$ cat src/inc/tscx_consts.vh
/*
  tscx_consts.vh: register offsets, field positions, command encodings and
  reset values for the trigger step command executor.
  assumes: included by bare name, definitions only.
*/
`ifndef TSCX_CONSTS_VH
`define TSCX_CONSTS_VH

// ----------------------------------------
// register byte offsets
// ----------------------------------------
`define TSCX_OFF_BTE      6'h00
`define TSCX_OFF_CTRL     6'h04
`define TSCX_OFF_ADJ      6'h08
`define TSCX_OFF_HOLD     6'h0c
`define TSCX_OFF_C0LIM    6'h10
`define TSCX_OFF_C1LIM    6'h14
`define TSCX_OFF_T0LIM    6'h18
`define TSCX_OFF_T1LIM    6'h1c
`define TSCX_OFF_SDLIM    6'h20
`define TSCX_OFF_LIT0     6'h24
`define TSCX_OFF_ADCSEL   6'h28
`define TSCX_OFF_STATUS   6'h2c
`define TSCX_OFF_CMD      6'h30

// ----------------------------------------
// control register fields
// ----------------------------------------
`define TSCX_CTRL_EN      0
`define TSCX_CTRL_STRT    1
`define TSCX_CTRL_SWT     2

// ----------------------------------------
// broadcast enable fields
// ----------------------------------------
`define TSCX_BTE_OC1CLK   4

// ----------------------------------------
// command groups (cmd[7:4]) and options
// ----------------------------------------
`define TSCX_GRP_CTRL     4'h0
`define TSCX_GRP_ADD      4'h1
`define TSCX_GRP_COPY     4'h2
`define TSCX_OPT_SD_OFF   4'h2
`define TSCX_OPT_SD_ON    4'h6
`define TSCX_OPT_T0_WAIT  4'h8
`define TSCX_OPT_T1_WAIT  4'h9
`define TSCX_OPT_SWT_WAIT 4'hb
`define TSCX_OPT_CNT0_ADC 4'hc
`define TSCX_OPT_CNT1_ADC 4'hd
`define TSCX_OPT_LIT_ADC  4'he
`define TSCX_OPT_BCAST    4'hf

// ----------------------------------------
// reset values and AXI response codes
// ----------------------------------------
`define TSCX_RST_WORD     16'h0000
`define TSCX_AXI_OKAY     2'b00
`define TSCX_AXI_SLVERR   2'b10

`endif

$ cat src/rtl/tscx_match_timer.v
/*
  tscx_match_timer.v: one sequencer timer; counts up from zero after start
  and flags when it equals its limit.
  assumes: start is a one-cycle pulse in the aclk domain.
*/
`timescale 1ns/100ps
`include "tscx_consts.vh"

module tscx_match_timer (
  input wire aclk,
  input wire aresetn,
  input wire start,
  input wire [15:0] limit,
  output reg running,
  output reg match
);

  reg [15:0] count;

  always @(posedge aclk) begin
    if (!aresetn) begin
      count <= `TSCX_RST_WORD;
      running <= 1'b0;
      match <= 1'b0;
    end else if (start) begin
      count <= `TSCX_RST_WORD;
      running <= 1'b1;
      match <= 1'b0;
    end else if (running) begin
      // compare before advancing so a zero limit matches at once
      if (count == limit) begin
        running <= 1'b0;
        match <= 1'b1;
      end else begin
        count <= count + 16'h0001;
      end
    end else begin
      match <= 1'b0;
    end
  end

endmodule // tscx_match_timer

$ cat src/rtl/tscx_axil_slave.v
/*
  tscx_axil_slave.v: AXI4-Lite slave front end; turns bus transfers into
  single-cycle write and read strobes with a byte address.
  assumes: rdata is valid in the cycle after rd_stb.
*/
`timescale 1ns/100ps
`include "tscx_consts.vh"

module tscx_axil_slave (
  input wire aclk,
  input wire aresetn,
  input wire [5:0] s_axil_awaddr,
  input wire s_axil_awvalid,
  output wire s_axil_awready,
  input wire [31:0] s_axil_wdata,
  input wire [3:0] s_axil_wstrb,
  input wire s_axil_wvalid,
  output wire s_axil_wready,
  output reg [1:0] s_axil_bresp,
  output reg s_axil_bvalid,
  input wire s_axil_bready,
  input wire [5:0] s_axil_araddr,
  input wire s_axil_arvalid,
  output wire s_axil_arready,
  output reg [31:0] s_axil_rdata,
  output reg [1:0] s_axil_rresp,
  output reg s_axil_rvalid,
  input wire s_axil_rready,
  output wire wr_stb,
  output wire [5:0] wr_addr,
  output wire [31:0] wr_data,
  output wire [3:0] wr_strb,
  input wire wr_ok,
  output wire rd_stb,
  output wire [5:0] rd_addr,
  input wire [31:0] rd_data,
  input wire rd_ok
);

  reg aw_held;
  reg w_held;
  reg [5:0] aw_q;
  reg [31:0] w_q;
  reg [3:0] s_q;
  reg rd_pend;

  // address and data may arrive in either order; each is latched once
  assign s_axil_awready = !aw_held && !s_axil_bvalid;
  assign s_axil_wready = !w_held && !s_axil_bvalid;
  assign wr_stb = aw_held && w_held;
  assign wr_addr = aw_q;
  assign wr_data = w_q;
  assign wr_strb = s_q;
  assign s_axil_arready = !rd_pend && !s_axil_rvalid;
  assign rd_stb = s_axil_arvalid && s_axil_arready;
  assign rd_addr = s_axil_araddr;

  always @(posedge aclk) begin
    if (!aresetn) begin
      aw_held <= 1'b0;
      w_held <= 1'b0;
      aw_q <= 6'h00;
      w_q <= 32'h00000000;
      s_q <= 4'h0;
      s_axil_bvalid <= 1'b0;
      s_axil_bresp <= `TSCX_AXI_OKAY;
    end else begin
      if (s_axil_awvalid && s_axil_awready) begin
        aw_held <= 1'b1;
        aw_q <= s_axil_awaddr;
      end
      if (s_axil_wvalid && s_axil_wready) begin
        w_held <= 1'b1;
        w_q <= s_axil_wdata;
        s_q <= s_axil_wstrb;
      end
      if (wr_stb) begin
        aw_held <= 1'b0;
        w_held <= 1'b0;
        s_axil_bvalid <= 1'b1;
        s_axil_bresp <= wr_ok ? `TSCX_AXI_OKAY : `TSCX_AXI_SLVERR;
      end else if (s_axil_bready) begin
        s_axil_bvalid <= 1'b0;
      end
    end
  end

  always @(posedge aclk) begin
    if (!aresetn) begin
      rd_pend <= 1'b0;
      s_axil_rvalid <= 1'b0;
      s_axil_rdata <= 32'h00000000;
      s_axil_rresp <= `TSCX_AXI_OKAY;
    end else if (rd_stb) begin
      rd_pend <= 1'b1;
    end else if (rd_pend) begin
      rd_pend <= 1'b0;
      s_axil_rvalid <= 1'b1;
      s_axil_rdata <= rd_data;
      s_axil_rresp <= rd_ok ? `TSCX_AXI_OKAY : `TSCX_AXI_SLVERR;
    end else if (s_axil_rready) begin
      s_axil_rvalid <= 1'b0;
    end
  end

endmodule // tscx_axil_slave

$ cat src/rtl/tscx_executor.v
/*
  tscx_executor.v: trigger sequencer step command executor for the control,
  add and copy groups, with its registers on AXI4-Lite.
  assumes: the step fetcher offers cmd with cmd_valid and holds it until
  cmd_ready; trigger outputs feed compare units as one-cycle pulses.
*/
// The AXI4-Lite slave port and the address map were decided locally.
// Functional notes
// the broadcast command pulses exactly the trigger outputs enabled in the broadcast enable register
// enable bit 4 sends one clock pulse to compare unit 1 per broadcast, none when clear
// enable bits 3..0 gate sync pulses to compare units 4, 3, 2 and 1 on a broadcast
// while module enable and sequence start are both set, writes to the broadcast enable register are ignored
// only the broadcast command consults the broadcast enable register
// control option 0010 disables and 0110 enables the step delay timer
// control option 1000 starts timer 0 and waits for it to match its limit
// control option 1001 starts timer 1 and waits for it to match its limit
// control option 1011 waits for a rising edge of the software trigger bit, which software must supply
// control option 1100 copies counter 0 into the adc channel 0 select register
// control option 1101 copies counter 1 into the adc channel 0 select register
// control option 1110 copies literal 0 into the adc channel 0 select register
// add options 0000..0101 add the adjust value to the six limit and literal registers in order
// copy options 1000..1101 load the hold value into the six limit and literal registers in order
// reserved options complete as no-operations
// additions wrap modulo sixteen bits with no flag
`timescale 1ns/100ps
`include "tscx_consts.vh"

module tscx_executor (
  input wire aclk,
  input wire aresetn,
  input wire [5:0] s_axil_awaddr,
  input wire s_axil_awvalid,
  output wire s_axil_awready,
  input wire [31:0] s_axil_wdata,
  input wire [3:0] s_axil_wstrb,
  input wire s_axil_wvalid,
  output wire s_axil_wready,
  output wire [1:0] s_axil_bresp,
  output wire s_axil_bvalid,
  input wire s_axil_bready,
  input wire [5:0] s_axil_araddr,
  input wire s_axil_arvalid,
  output wire s_axil_arready,
  output wire [31:0] s_axil_rdata,
  output wire [1:0] s_axil_rresp,
  output wire s_axil_rvalid,
  input wire s_axil_rready,
  input wire [7:0] cmd,
  input wire cmd_valid,
  output wire cmd_ready,
  input wire [15:0] counter0_value,
  input wire [15:0] counter1_value,
  output reg step_delay_enable,
  output reg [3:0] compare_sync_pulse,
  output reg compare1_clock_pulse,
  output reg [15:0] adc_channel0_select
);

  // ----------------------------------------
  // states
  // ----------------------------------------
  localparam [3:0] ST_IDLE = 4'b0001;
  localparam [3:0] ST_T0 = 4'b0010;
  localparam [3:0] ST_T1 = 4'b0100;
  localparam [3:0] ST_SWT = 4'b1000;

  reg [3:0] state;
  reg [3:0] next_state;
  reg [15:0] broadcast_trigger_enable;
  reg module_enable;
  reg sequence_start;
  reg software_trigger_bit;
  reg swt_prev;
  reg [15:0] adjust_value;
  reg [15:0] hold_value;
  reg [15:0] lim [0:5];
  reg [7:0] last_cmd;
  reg [15:0] cmd_count;
  reg [15:0] rd_mux;
  reg rd_hit;
  reg wr_hit;

  wire wr_stb;
  wire [5:0] wr_addr;
  wire [31:0] wr_data;
  wire [3:0] wr_strb;
  wire rd_stb;
  wire [5:0] rd_addr;
  wire t0_run;
  wire t0_match;
  wire t1_run;
  wire t1_match;
  wire [3:0] grp = cmd[7:4];
  wire [3:0] opt = cmd[3:0];
  wire idle = (state == ST_IDLE);
  wire take = cmd_valid && idle;
  wire ctl_cmd = take && (grp == `TSCX_GRP_CTRL);
  wire add_cmd = take && (grp == `TSCX_GRP_ADD) && (opt[3:1] != 3'b011) && !opt[3];
  wire copy_cmd = take && (grp == `TSCX_GRP_COPY) && opt[3] && (opt[2:1] != 2'b11);
  wire [2:0] dst = {1'b0, opt[2:0]} > 4'h5 ? 3'h0 : opt[2:0];
  wire bte_locked = module_enable && sequence_start;
  wire swt_rise = software_trigger_bit && !swt_prev;

  // waits finish in the cycle their event appears; others finish on take
  assign cmd_ready = take && !(ctl_cmd && (opt == `TSCX_OPT_T0_WAIT || opt == `TSCX_OPT_T1_WAIT ||
                     opt == `TSCX_OPT_SWT_WAIT)) || (state == ST_T0 && t0_match) ||
                     (state == ST_T1 && t1_match) || (state == ST_SWT && swt_rise);

  tscx_axil_slave u_bus (
    .aclk(aclk),
    .aresetn(aresetn),
    .s_axil_awaddr(s_axil_awaddr),
    .s_axil_awvalid(s_axil_awvalid),
    .s_axil_awready(s_axil_awready),
    .s_axil_wdata(s_axil_wdata),
    .s_axil_wstrb(s_axil_wstrb),
    .s_axil_wvalid(s_axil_wvalid),
    .s_axil_wready(s_axil_wready),
    .s_axil_bresp(s_axil_bresp),
    .s_axil_bvalid(s_axil_bvalid),
    .s_axil_bready(s_axil_bready),
    .s_axil_araddr(s_axil_araddr),
    .s_axil_arvalid(s_axil_arvalid),
    .s_axil_arready(s_axil_arready),
    .s_axil_rdata(s_axil_rdata),
    .s_axil_rresp(s_axil_rresp),
    .s_axil_rvalid(s_axil_rvalid),
    .s_axil_rready(s_axil_rready),
    .wr_stb(wr_stb),
    .wr_addr(wr_addr),
    .wr_data(wr_data),
    .wr_strb(wr_strb),
    .wr_ok(wr_hit),
    .rd_stb(rd_stb),
    .rd_addr(rd_addr),
    .rd_data({16'h0000, rd_mux}),
    .rd_ok(rd_hit)
  );

  tscx_match_timer u_t0 (
    .aclk(aclk),
    .aresetn(aresetn),
    .start(ctl_cmd && opt == `TSCX_OPT_T0_WAIT),
    .limit(lim[2]),
    .running(t0_run),
    .match(t0_match)
  );

  tscx_match_timer u_t1 (
    .aclk(aclk),
    .aresetn(aresetn),
    .start(ctl_cmd && opt == `TSCX_OPT_T1_WAIT),
    .limit(lim[3]),
    .running(t1_run),
    .match(t1_match)
  );

  // ----------------------------------------
  // register address decode
  // ----------------------------------------
  reg [5:0] rd_q;
  always @(posedge aclk) begin
    if (!aresetn) begin
      rd_q <= 6'h00;
    end else if (rd_stb) begin
      rd_q <= rd_addr;
    end
  end

  always @* begin
    wr_hit = (wr_addr <= `TSCX_OFF_LIT0) && (wr_addr[1:0] == 2'b00);
    rd_hit = 1'b1;
    case (rd_q)
      `TSCX_OFF_BTE: rd_mux = broadcast_trigger_enable;
      `TSCX_OFF_CTRL: rd_mux = {13'h0000, software_trigger_bit, sequence_start, module_enable};
      `TSCX_OFF_ADJ: rd_mux = adjust_value;
      `TSCX_OFF_HOLD: rd_mux = hold_value;
      `TSCX_OFF_C0LIM: rd_mux = lim[0];
      `TSCX_OFF_C1LIM: rd_mux = lim[1];
      `TSCX_OFF_T0LIM: rd_mux = lim[2];
      `TSCX_OFF_T1LIM: rd_mux = lim[3];
      `TSCX_OFF_SDLIM: rd_mux = lim[4];
      `TSCX_OFF_LIT0: rd_mux = lim[5];
      `TSCX_OFF_ADCSEL: rd_mux = adc_channel0_select;
      `TSCX_OFF_STATUS: rd_mux = {8'h00, t1_run, t0_run, step_delay_enable, 1'b0, state};
      `TSCX_OFF_CMD: rd_mux = {cmd_count[7:0], last_cmd};
      default: begin
        rd_mux = 16'h0000;
        rd_hit = 1'b0;
      end
    endcase
  end

  // ----------------------------------------
  // sequencer state
  // ----------------------------------------
  always @* begin
    next_state = state;
    case (state)
      ST_IDLE: begin
        if (ctl_cmd && opt == `TSCX_OPT_T0_WAIT) begin
          next_state = ST_T0;
        end else if (ctl_cmd && opt == `TSCX_OPT_T1_WAIT) begin
          next_state = ST_T1;
        end else if (ctl_cmd && opt == `TSCX_OPT_SWT_WAIT) begin
          next_state = ST_SWT;
        end
      end
      ST_T0: if (t0_match) next_state = ST_IDLE;
      ST_T1: if (t1_match) next_state = ST_IDLE;
      ST_SWT: if (swt_rise) next_state = ST_IDLE;
      default: next_state = ST_IDLE;
    endcase
  end

  always @(posedge aclk) begin
    if (!aresetn) begin
      state <= ST_IDLE;
      swt_prev <= 1'b0;
    end else begin
      state <= next_state;
      swt_prev <= software_trigger_bit;
    end
  end

  // ----------------------------------------
  // software registers and command effects
  // ----------------------------------------
  integer i;
  always @(posedge aclk) begin
    if (!aresetn) begin
      broadcast_trigger_enable <= `TSCX_RST_WORD;
      module_enable <= 1'b0;
      sequence_start <= 1'b0;
      software_trigger_bit <= 1'b0;
      adjust_value <= `TSCX_RST_WORD;
      hold_value <= `TSCX_RST_WORD;
      for (i = 0; i < 6; i = i + 1) begin
        lim[i] <= `TSCX_RST_WORD;
      end
    end else begin
      if (wr_stb && wr_strb[1:0] == 2'b11) begin
        case (wr_addr)
          `TSCX_OFF_BTE: if (!bte_locked) broadcast_trigger_enable <= wr_data[15:0];
          `TSCX_OFF_CTRL: begin
            module_enable <= wr_data[`TSCX_CTRL_EN];
            sequence_start <= wr_data[`TSCX_CTRL_STRT];
            software_trigger_bit <= wr_data[`TSCX_CTRL_SWT];
          end
          `TSCX_OFF_ADJ: adjust_value <= wr_data[15:0];
          `TSCX_OFF_HOLD: hold_value <= wr_data[15:0];
          `TSCX_OFF_C0LIM: lim[0] <= wr_data[15:0];
          `TSCX_OFF_C1LIM: lim[1] <= wr_data[15:0];
          `TSCX_OFF_T0LIM: lim[2] <= wr_data[15:0];
          `TSCX_OFF_T1LIM: lim[3] <= wr_data[15:0];
          `TSCX_OFF_SDLIM: lim[4] <= wr_data[15:0];
          `TSCX_OFF_LIT0: lim[5] <= wr_data[15:0];
          default: ;
        endcase
      end
      // command update wins over a same-cycle software write
      if (add_cmd) begin
        lim[dst] <= lim[dst] + adjust_value;
      end
      if (copy_cmd) begin
        lim[dst] <= hold_value;
      end
    end
  end

  // reserved options fall through every case below untouched
  always @(posedge aclk) begin
    if (!aresetn) begin
      step_delay_enable <= 1'b0;
      compare_sync_pulse <= 4'h0;
      compare1_clock_pulse <= 1'b0;
      adc_channel0_select <= `TSCX_RST_WORD;
      last_cmd <= 8'h00;
      cmd_count <= 16'h0000;
    end else begin
      compare_sync_pulse <= 4'h0;
      compare1_clock_pulse <= 1'b0;
      if (cmd_ready) begin
        last_cmd <= cmd;
        cmd_count <= cmd_count + 16'h0001;
      end
      if (ctl_cmd) begin
        case (opt)
          `TSCX_OPT_SD_OFF: step_delay_enable <= 1'b0;
          `TSCX_OPT_SD_ON: step_delay_enable <= 1'b1;
          `TSCX_OPT_CNT0_ADC: adc_channel0_select <= counter0_value;
          `TSCX_OPT_CNT1_ADC: adc_channel0_select <= counter1_value;
          `TSCX_OPT_LIT_ADC: adc_channel0_select <= lim[5];
          `TSCX_OPT_BCAST: begin
            compare_sync_pulse <= broadcast_trigger_enable[3:0];
            compare1_clock_pulse <= broadcast_trigger_enable[`TSCX_BTE_OC1CLK];
          end
          default: ;
        endcase
      end
    end
  end

endmodule // tscx_executor

$ cat config.mk
export PLATFORM = sky130hd
export DESIGN_NAME = tscx_executor
export DESIGN_NICKNAME = d
export VERILOG_FILES = /design/src/rtl/tscx_match_timer.v /design/src/rtl/tscx_axil_slave.v /design/src/rtl/tscx_executor.v
export VERILOG_INCLUDE_DIRS = /design/src /design/src/inc
export SDC_FILE = /design/constraint.sdc
export NUM_CORES = 1
export LEC_CHECK = 0
export BUFFER_PORTS_ARGS = -buffer_cell sky130_fd_sc_hd__clkbuf_2
export CORE_MARGIN = 1.5
export CORE_UTILIZATION = 40
export DETAILED_ROUTE_END_ITERATION = 8
export PLACE_DENSITY = 0.63
export SLEW_MARGIN = 20
export SYNTH_ARGS = -nofsm -noshare
export SYNTH_HDL_FRONTEND = slang
export SYNTH_HIERARCHICAL = 1
export SYNTH_SLANG_ARGS = --single-unit
$ cat constraint.sdc
create_clock -name aclk -period 5.8 [get_ports aclk]
set_input_delay 1.16 -clock aclk [delete_from_list [all_inputs] [get_ports aclk]]
set_output_delay 1.16 -clock aclk [all_outputs]
set_load 0.03 [all_outputs]
==> results of run 1 <==
[state kept, by name, indices dropped and copies added, names as in the netlist, 2 cells and up]
register	count
adc_channel0_select	16
adjust_value	16
broadcast_trigger_enable	16
cmd_count	8
compare_sync_pulse	4
hold_value	16
last_cmd	8
lim	96
rd_q	6
state	4
u_bus/s_axil_rdata	32
u_bus/wr_addr	6
u_bus/wr_data	16
u_bus/wr_strb	2
u_t0/count	16
u_t1/count	16
[cells in the final DEF, fill, tap and decap left out, types with 10 or more instances in the layout]
cell,count
dfxtp_1,198
nand2_1,194
nand3_1,140
clkbuf_2,138
mux2i_1,120
o21ai_0,119
edfxtp_1,96
nor2b_1,76
a21oi_1,64
nor2_1,59
xor2_1,42
buf_4,40
a21boi_0,37
clkbuf_16,37
a22oi_1,26
a222oi_1,24
ha_1,22
nand4_1,20
mux2_2,20
o31ai_1,20
and2_1,19
o211a_1,18
conb_1,18
or3_1,17
o22ai_1,16
a221oi_1,16
or4_1,16
o22a_1,14
nor2_2,12
o211ai_1,12
xnor2_1,11
nor4_1,10
o21ai_1,10
[layout make-up]
type,instances,area [um2]
Clock buffer,50,1020
Clock inverter,15,138
Fill cell,3747,21500
Inverter,11,41.3
Multi-Input combinational cell,1308,8700
Sequential cell,295,6870
Tap cell,525,657
Timing Repair Buffer,181,1040
[metrics by stage]
stage / worst slack, ps / util, % / instances / total power (W) / instance area, um2
6_report: 1490 / 46.3 / 2385 / 0.00502 / 18500
5_1_grt: 1300 / 46.3 / 2385 / 0.00517 / 18500
4_1_cts: 1590 / 46.3 / 2385 / 0.00504 / 18500
3_5_place_dp: 1040 / 43.3 / 2320 / 0.00281 / 17300
3_3_place_gp: 1030 / 43.3 / 2319 / 0.00280 / 17300
2_1_floorplan: 1190 / - / 1760 / 0.00262 / 16300
[final timing paths]
| check | startpoint | end | slack, ps | cells after the start |
|---|---|---|---|---|
| worst min-delay path | u_bus/wr_strb[1] | u_bus/wr_strb[1] | 460 | 2 |
| worst min register to register | u_bus/wr_strb[1] | u_bus/wr_strb[1] | 460 | 2 |
| worst max-delay path | cmd[2] | lim[5][10] | 1490 | 15 |
| worst max register to register | lim[0][0] | lim[5][10] | 2260 | 13 |
[layer usage]
| layer | vias up | wire length [um] | global-route usage, % |
|---|---|---|---|
| met1 | 6996 | 24800 | 39.2 |
| met2 | 887 | 25500 | 42.6 |
| met5 | - | 13 | 0 |
| li1 | 6615 | - | - |
| met3 | 182 | 6930 | 5.96 |
| met4 | 2 | 3030 | 14.9 |
[worst reg2reg max path, cell delays in order (launching register included)]
cell and delay, ps:
edfxtp_1 430, mux2_2 290, o22a_1 170, o22ai_1 120, a21oi_1 60, ha_1 240
fa_1 430, a211oi_1 270, o21ai_1 220, a31oi_1 330, o21ba_2 190, xnor2_1 100
mux2i_4 250, o21ai_0 150
[where the power goes]
group | total (W) | internal [W] | switching [W]
Sequential | 0.00228 | 0.00219 | 0.0000954
Combinational | 0.000503 | 0.000187 | 0.000317
Clock | 0.00223 | 0.00133 | 0.000908
Total | 0.00502 | 0.00370 | 0.00132
==> results_dict.tcl, run 1 <==
set metrics [dict create \
    status "finished, final reports clean" \
    report.final.slew_viol_count 0 \
    worstSetupPathType "in -> reg" \
    setup-tns-final_ps 0 \
    dieArea_um2 41800 \
    post_cts_buffers 0 \
    powerDensity_nw_per_um2 272 \
    start_kind "input pin" \
    cts_resized 0 \
    ctsHoldBuffers 0 \
    antenna_cells 0 \
    tritoncts "done" \
    worst_path_max_delay_cell "fa_1" \
    hold_slack_ps 464 \
    clk_latency_ps 560 \
    crit_family "compound AO/OA/AOI/OAI gates" \
    core_um2 39900 \
    path_max_fanout 17 \
    path_buf_inv 2 \
    path_cells "clkbuf_2, buf_12, mux2_2, o22a_1, o22ai_1, a21oi_1, ha_1, fa_1, a211oi_1, o21ai_1, a31oi_1, o21ba_2, xnor2_1, mux2i_4, o21ai_0" \
    worstSetupEndpointType "register" \
    num_io_pins 160 \
    syn-cell-area_um2 16200 \
    post-route-period-util_pct 74.3 \
    slew_headroom_pct 18.4 \
    synth_cells 1744 \
    worst_pin_slew_ps 1220 \
    rsz0062_at_grt "false" \
    syn_avg_cell_area_um2 9.30 \
    fp.dieH_um 204 \
    wl_per_cell_um 25.3 \
    track_usage_pct 28.7 \
    vias 14682 \
    drive_gt1_share_pct 16.4 \
    die_x_um 204 \
    final_nets 1952 \
    ant_nets 0 \
    rows 73 \
    crit_required_ps 6080 \
    dp_hpwl_um 42700 \
    fin_crit_ps 4310 \
    hold_viol 0 \
    grt_pass1_vias 13692 \
    hold_path.class "reg -> reg" \
    drcViolationCount 0 \
    drtIter0Drc 1951 \
    finalSetupViolCount 0 \
    port_buffers 139 \
    first_pass_iters 7 \
    cts_max_level 2 \
    clockRootBuffer "clkbuf_16" \
    numCtsBuffers 36 \
    grt_pass1_wl_um 88300 \
    crit_arrival_ps 4590 \
    clk_pin_slew_ps 60 \
    antenna_found_initial 1 \
    gp_congestion 1.04 \
    grt_max_degree 86 \
    fin_skew_ps 17.1 \
    start_util_pct 40.6 \
    peakVddDrop_mv 0.199 \
    grt_overflow_total 0 \
    clock_sinks 295 \
    static-leakage-power_nw 6.96 \
    ys_warn_count 6 \
    fmax_ghz 0.232 \
    cts_buffer_depth 3 \
    wl_um 60300 \
    slowest_delay_ps 430 \
    maxCapViolations 0 \
    vias_per_cell 6.16 \
    syn_to_final_growth_pct 13.8 \
]
Note: power is estimated with default switching activity, not from simulation.
==> inputs of run 2 (changes only) <==
Clock period 5.8 ns to 4.1 ns, I/O delays scaled along.
==> run 2 against run 1 <==
  * First-iteration DRC count shrank 2.1%
  * Largest power group unchanged
  * Routed wire length shrank 1.6%
  * Non-clock buffer count grew 51
  * Clock skew grew 3.3 ps
  * Clock power grew 37%
  * Hold slack gained 5.7 ps
  * Critical path depth shrank 3
  * Total power grew 40%
  * Global-route usage shrank 0.39 points
  * Core utilization grew 0.76 points
  * Sequential power grew 42%
  * Die area is the same
==> results_dict.tcl, run 2 (synthesis gave the netlist of run 1 again) <==
set metrics [dict create \
    status "finished, final reports clean" \
    ctsHoldBuffers 0 \
    cts_buffer_depth 3 \
    clock_sinks 295 \
    n_fill_cell 3780 \
    min-delay-start "u_bus/wr_strb[1]" \
    cts_max_level 2 \
    syn_to_final_growth_pct 15.7 \
    path_buf_inv 2 \
    place_inst 2371 \
    final_cell_mix "dfxtp_1, nand2_1, nand3_1, clkbuf_2, mux2i_1" \
    vias 14637 \
    clk_latency_ps 560 \
    final_nets 2003 \
    clk_pin_slew_ps 60 \
    maxCapViolations 0 \
    grt_overflow_total 0 \
    cts_resized 0 \
    r2r_cells 9 \
    peakVddDrop_mv 0.286 \
    clockRootBuffer "clkbuf_16" \
    crit_family "compound AO/OA/AOI/OAI gates" \
    fin_skew_ps 20.4 \
    regToRegSetupSlack_ps 370 \
    register_area_um2 6870 \
    powerDensity_nw_per_um2 374 \
    regMostFlops "lim" \
    pre_cts_ws_ps -147 \
    start_util_pct 40.6 \
    hold_viol 0 \
    worst_path_max_delay_cell "or4_1" \
    hold_path_end "u_bus/wr_strb[1]" \
    fmax_ghz 0.264 \
    timing.rr.end "lim[2][13]" \
    fin_ws_ps 317 \
    fp.dieH_um 204 \
    path_max_fanout 8 \
    fin_cells 2437 \
    crit_arrival_ps 4060 \
    rsz0062_at_grt "false" \
    first_pass_iters 6 \
    slew_headroom_pct 37.2 \
    fin_crit_ps 3780 \
    wl_per_cell_um 24.4 \
    largest_reg_flops 96 \
    start_kind "input pin" \
    tritoncts "done" \
    dieArea_um2 41800 \
    worstSetupPathType "in -> reg" \
    report.final.slew_viol_count 0 \
    crit_required_ps 4380 \
    worst_pin_slew_ps 935 \
    static-leakage-power_nw 7.21 \
    die_x_um 204 \
    antenna_cells 0 \
    antenna_found_initial 0 \
    gp_congestion 0.926 \
    finalSetupViolCount 0 \
    rr_startpoint "lim[3][2]" \
    drcViolationCount 0 \
    drive_gt1_share_pct 18.0 \
    post_cts_buffers 0 \
    slowest_delay_ps 520 \
    final_common_cell "dfxtp_1" \
    core_um2 39900 \
    wl_um 59400 \
    grt_max_degree 104 \
    multi_input_area_um2 8670 \
    grt_pass1_vias 13817 \
    reg_top3 "lim (96), u_bus/s_axil_rdata (32)" \
    numCtsBuffers 36 \
    drtIter0Drc 1911 \
    vias_per_cell 6.01 \
    hold_path.class "reg -> reg" \
    track_usage_pct 28.3 \
    path_cells "clkbuf_2, nand2b_1, buf_4, o21ai_0, a21oi_1, ha_1, and4_1, a211oi_1, o211ai_1, or4_1, o211ai_2, o21ai_1" \
    grt_pass1_wl_um 87800 \
    worstSetupEndpointType "register" \
    min_path_cells 2 \
    port_buffers 139 \
    ant_nets 0 \
    rows 73 \
    num_io_pins 160 \
    post-route-period-util_pct 92.3 \
    dp_hpwl_um 43300 \
]
[run 2: layout make-up]
cell class,instances,area share [%]
clock buffer,50,5.30
inverter,11,0.220
multi-input combinational,1308,46.2
sequential,295,36.6
clock inverter,16,0.580
timing repair buffer,232,7.59
tap,525,3.50
[run 2: where the power goes]
group,leakage (nW),total (W),switching (W),internal (W)
clock,0.544,0.00305,0.00128,0.00176
sequential,2.60,0.00323,0.000134,0.00309
combinational,4.06,0.000748,0.000459,0.000289
[run 2: routing by layer]
metal	up-vias	wire [um]	part of all wire [%]	track usage, %
met3	131	6910	12	7.72
met2	845	25300	43	42.4
met4	0	2300	3.9	10.7
li1	6721	-	-	-
met5	-	0	0	0
met1	6940	24900	42	38.7
[run 2: worst register-to-register path: stages, from the launching register on]
cell,delay (ps)
edfxtp_1,570
mux4_2,540
mux2_2,320
ha_1,320
o21ai_0,420
o21a_1,240
o211ai_1,170
or4_1,520
o211ai_2,220
o21ai_1,140
[run 2: how the worst max path moves through the flow]
stage                     startpoint         end  depth (start not counted)  slack (ps)
after floorplan               cmd[2]  lim[0][13]                         15          20
after global placement        cmd[0]  lim[3][13]                         12        -150
after detailed placement      cmd[0]  lim[2][13]                         12        -150
after CTS                     cmd[0]  lim[2][13]                         12         430
after global routing          cmd[0]  lim[3][13]                         12         230
final                         cmd[0]  lim[2][13]                         12         320
[run 2: metrics by stage]
stage          hold slack [ps]  instance area, um2  TNS (ps)  total power (W)  util, %
2_1_floorplan              431               16300         0          0.00371        -
3_3_place_gp               443               17700     -1790          0.00401     44.2
3_5_place_dp               448               17700     -1990          0.00402     44.3
4_1_cts                    469               18800         0          0.00707     47.0
5_1_grt                    479               18800         0          0.00724     47.0
6_report                   470               18800         0          0.00702     47.0
==> inputs of run 3 (changes only) <==
Settings changed: PLACE_DENSITY 0.63 to 0.65.
Clock period 4.1 ns to 3.2 ns, I/O delays scaled along.
==> run 3 against run 2 <==
  * The flow now finishes with violations (negative setup slack)
  * First-iteration DRC count is 8.5% lower
  * Global-route usage is 0.72 points higher
  * Clock power is 41% higher
  * Hold slack worse by 160 ps
  * Total power is 36% higher
  * Setup slack worse by 370 ps
  * Routed wire length is 3.0% higher
  * Largest power group is now the clock network
  * Largest cell class unchanged
  * Critical path type is now reg -> reg
  * Final cell count is 3.3% higher
  * Highest routed layer unchanged
  * Non-clock buffer count is 80 higher
==> results_dict.tcl, run 3 (synthesis gave the netlist of run 1 again) <==
set metrics [dict create \
    largest_reg_flops 96 \
    crit_family "compound AO/OA/AOI/OAI gates" \
    clk_latency_ps 570 \
    ctsHoldBuffers 0 \
    first_pass_iters 7 \
    syn_to_final_growth_pct 22.6 \
    drtIter0Drc 1748 \
    fin_crit_ps 3260 \
    num_io_pins 160 \
    reg_top3 "lim (96), u_bus/s_axil_rdata (32)" \
    slowest_delay_ps 570 \
    final_util_pct 49.8 \
    post-route-period-util_pct 102 \
    vias_per_cell 5.89 \
    worstSetupEndpointType "register" \
    numCtsBuffers 36 \
    start_util_pct 40.6 \
    final_cell_mix "dfxtp_1, nand2_1, buf_4, nand3_1, clkbuf_2" \
    hold_slack_ps 306 \
    report.final.slew_viol_count 0 \
    grt_pass1_wl_um 89800 \
    dp_hpwl_um 46600 \
    cts_max_level 2 \
    grt_max_degree 198 \
    hold_viol 0 \
    tritoncts "done" \
    path_cells "mux4_2, mux2_2, ha_4, o21ai_1, o21a_1, o211ai_1, or4_4, o211ai_4, o21ai_2" \
    clock_sinks 295 \
    regMostFlops "lim" \
    path_buf_inv 0 \
    crit_required_ps 3500 \
    rsz0062_at_grt "true" \
    place_inst 2442 \
    clk_pin_slew_ps 60 \
    die_x_um 204 \
    final_common_cell "dfxtp_1" \
    port_buffers 139 \
    dpl_cell_area_um2 18300 \
    worst_pin_slew_ps 1040 \
    fin_skew_ps 18.1 \
    violations "negative setup slack" \
    fp.dieH_um 204 \
    wl_per_cell_um 24.3 \
    powerDensity_nw_per_um2 479 \
    antenna_found_initial 1 \
    path_max_fanout 6 \
    drcViolationCount 0 \
    worstSetupPathType "reg -> reg" \
    fmax_ghz 0.307 \
    wl_um 61200 \
    start_kind "register" \
    vias 14840 \
    drive_gt1_share_pct 23.7 \
    clockRootBuffer "clkbuf_16" \
    grt_pass1_vias 13779 \
    finalSetupViolCount 14 \
    status "finished with violations" \
    worst_path_max_delay_cell "or4_4" \
    hold_path.class "in -> reg" \
    maxCapViolations 0 \
    cts_buffer_depth 3 \
    slew_headroom_pct 30.6 \
    ant_nets 0 \
    peakVddDrop_mv 0.358 \
    final_area_um2 19900 \
    dieArea_um2 41800 \
    grt_overflow_total 0 \
    fin_cells 2518 \
    crit_arrival_ps 3560 \
    track_usage_pct 29.0 \
    gp_congestion 0.979 \
    rows 73 \
    final_nets 2083 \
    core_um2 39900 \
    fin_ws_ps -55.9 \
    static-leakage-power_nw 7.76 \
]
## run 3: worst paths after layout
kind | startpoint | end | slack [ps] | cells past startpoint
worst max-delay path | lim[3][2] | lim[0][13] | -60 | 9
worst min-delay path | s_axil_wdata[12] | u_bus/wr_data[12] | 310 | 3
worst max register to register | lim[3][2] | lim[0][13] | -60 | 9
worst min register to register | u_bus/wr_addr[1] | u_bus/wr_addr[1] | 470 | 2
## run 3: metrics by stage
step                      power, W  setup slack (ps)  setup TNS, ps
after CTS                  0.00957             -13.5          -18.1
after global routing       0.00984              -143          -3990
after detailed placement   0.00523              -602         -34630
after global placement     0.00522              -580         -32360
after floorplan            0.00478              -304         -10240
final                      0.00953             -55.9           -311
## run 3: cell type report
class	count	area [um2]
sequential	295	6870
clock inverter	21	238
multi-input combinational	1308	8990
clock buffer	45	1010
timing repair buffer	312	2090
fill	3692	20000
tap	525	657
antenna	1	2.50
inverter	11	41.3
## run 3: per-layer routing
metal | part of all wire, % | vias to the layer above | global-route usage (%) | wire length, um
met4 | 3.8 | 0 | 11.3 | 2320
met1 | 44 | 7058 | 41.9 | 27100
met5 | 0 | - | 0 | 0
met3 | 10 | 99 | 5.58 | 6130
li1 | - | 6874 | - | -
met2 | 42 | 809 | 42.4 | 25600
## run 3: worst register-to-register path, delay by kind of cell (launching register included)
kind,cells,cell delay (ps)
AND/OR/NAND/NOR,1,570
flip-flops,1,480
multiplexers,2,790
AO/OA/AOI/OAI,5,910
adder cells (fa/ha/maj),1,240
## run 3: what timing repair did
item | in CTS | in global routing
pin swaps | 13 | 26
buffers inserted | 2 | 7
endpoints found under the setup margin | 42 | 64
resized for setup | 14 | 43
## run 3: report_power, final
part / internal [W] / switching (W) / leakage [nW]
Combinational: 0.000463 / 0.000643 / 4.55
Clock: 0.00258 / 0.00173 / 0.612
Sequential: 0.00396 / 0.000155 / 2.60
Total: 0.00700 / 0.00253 / 7.76
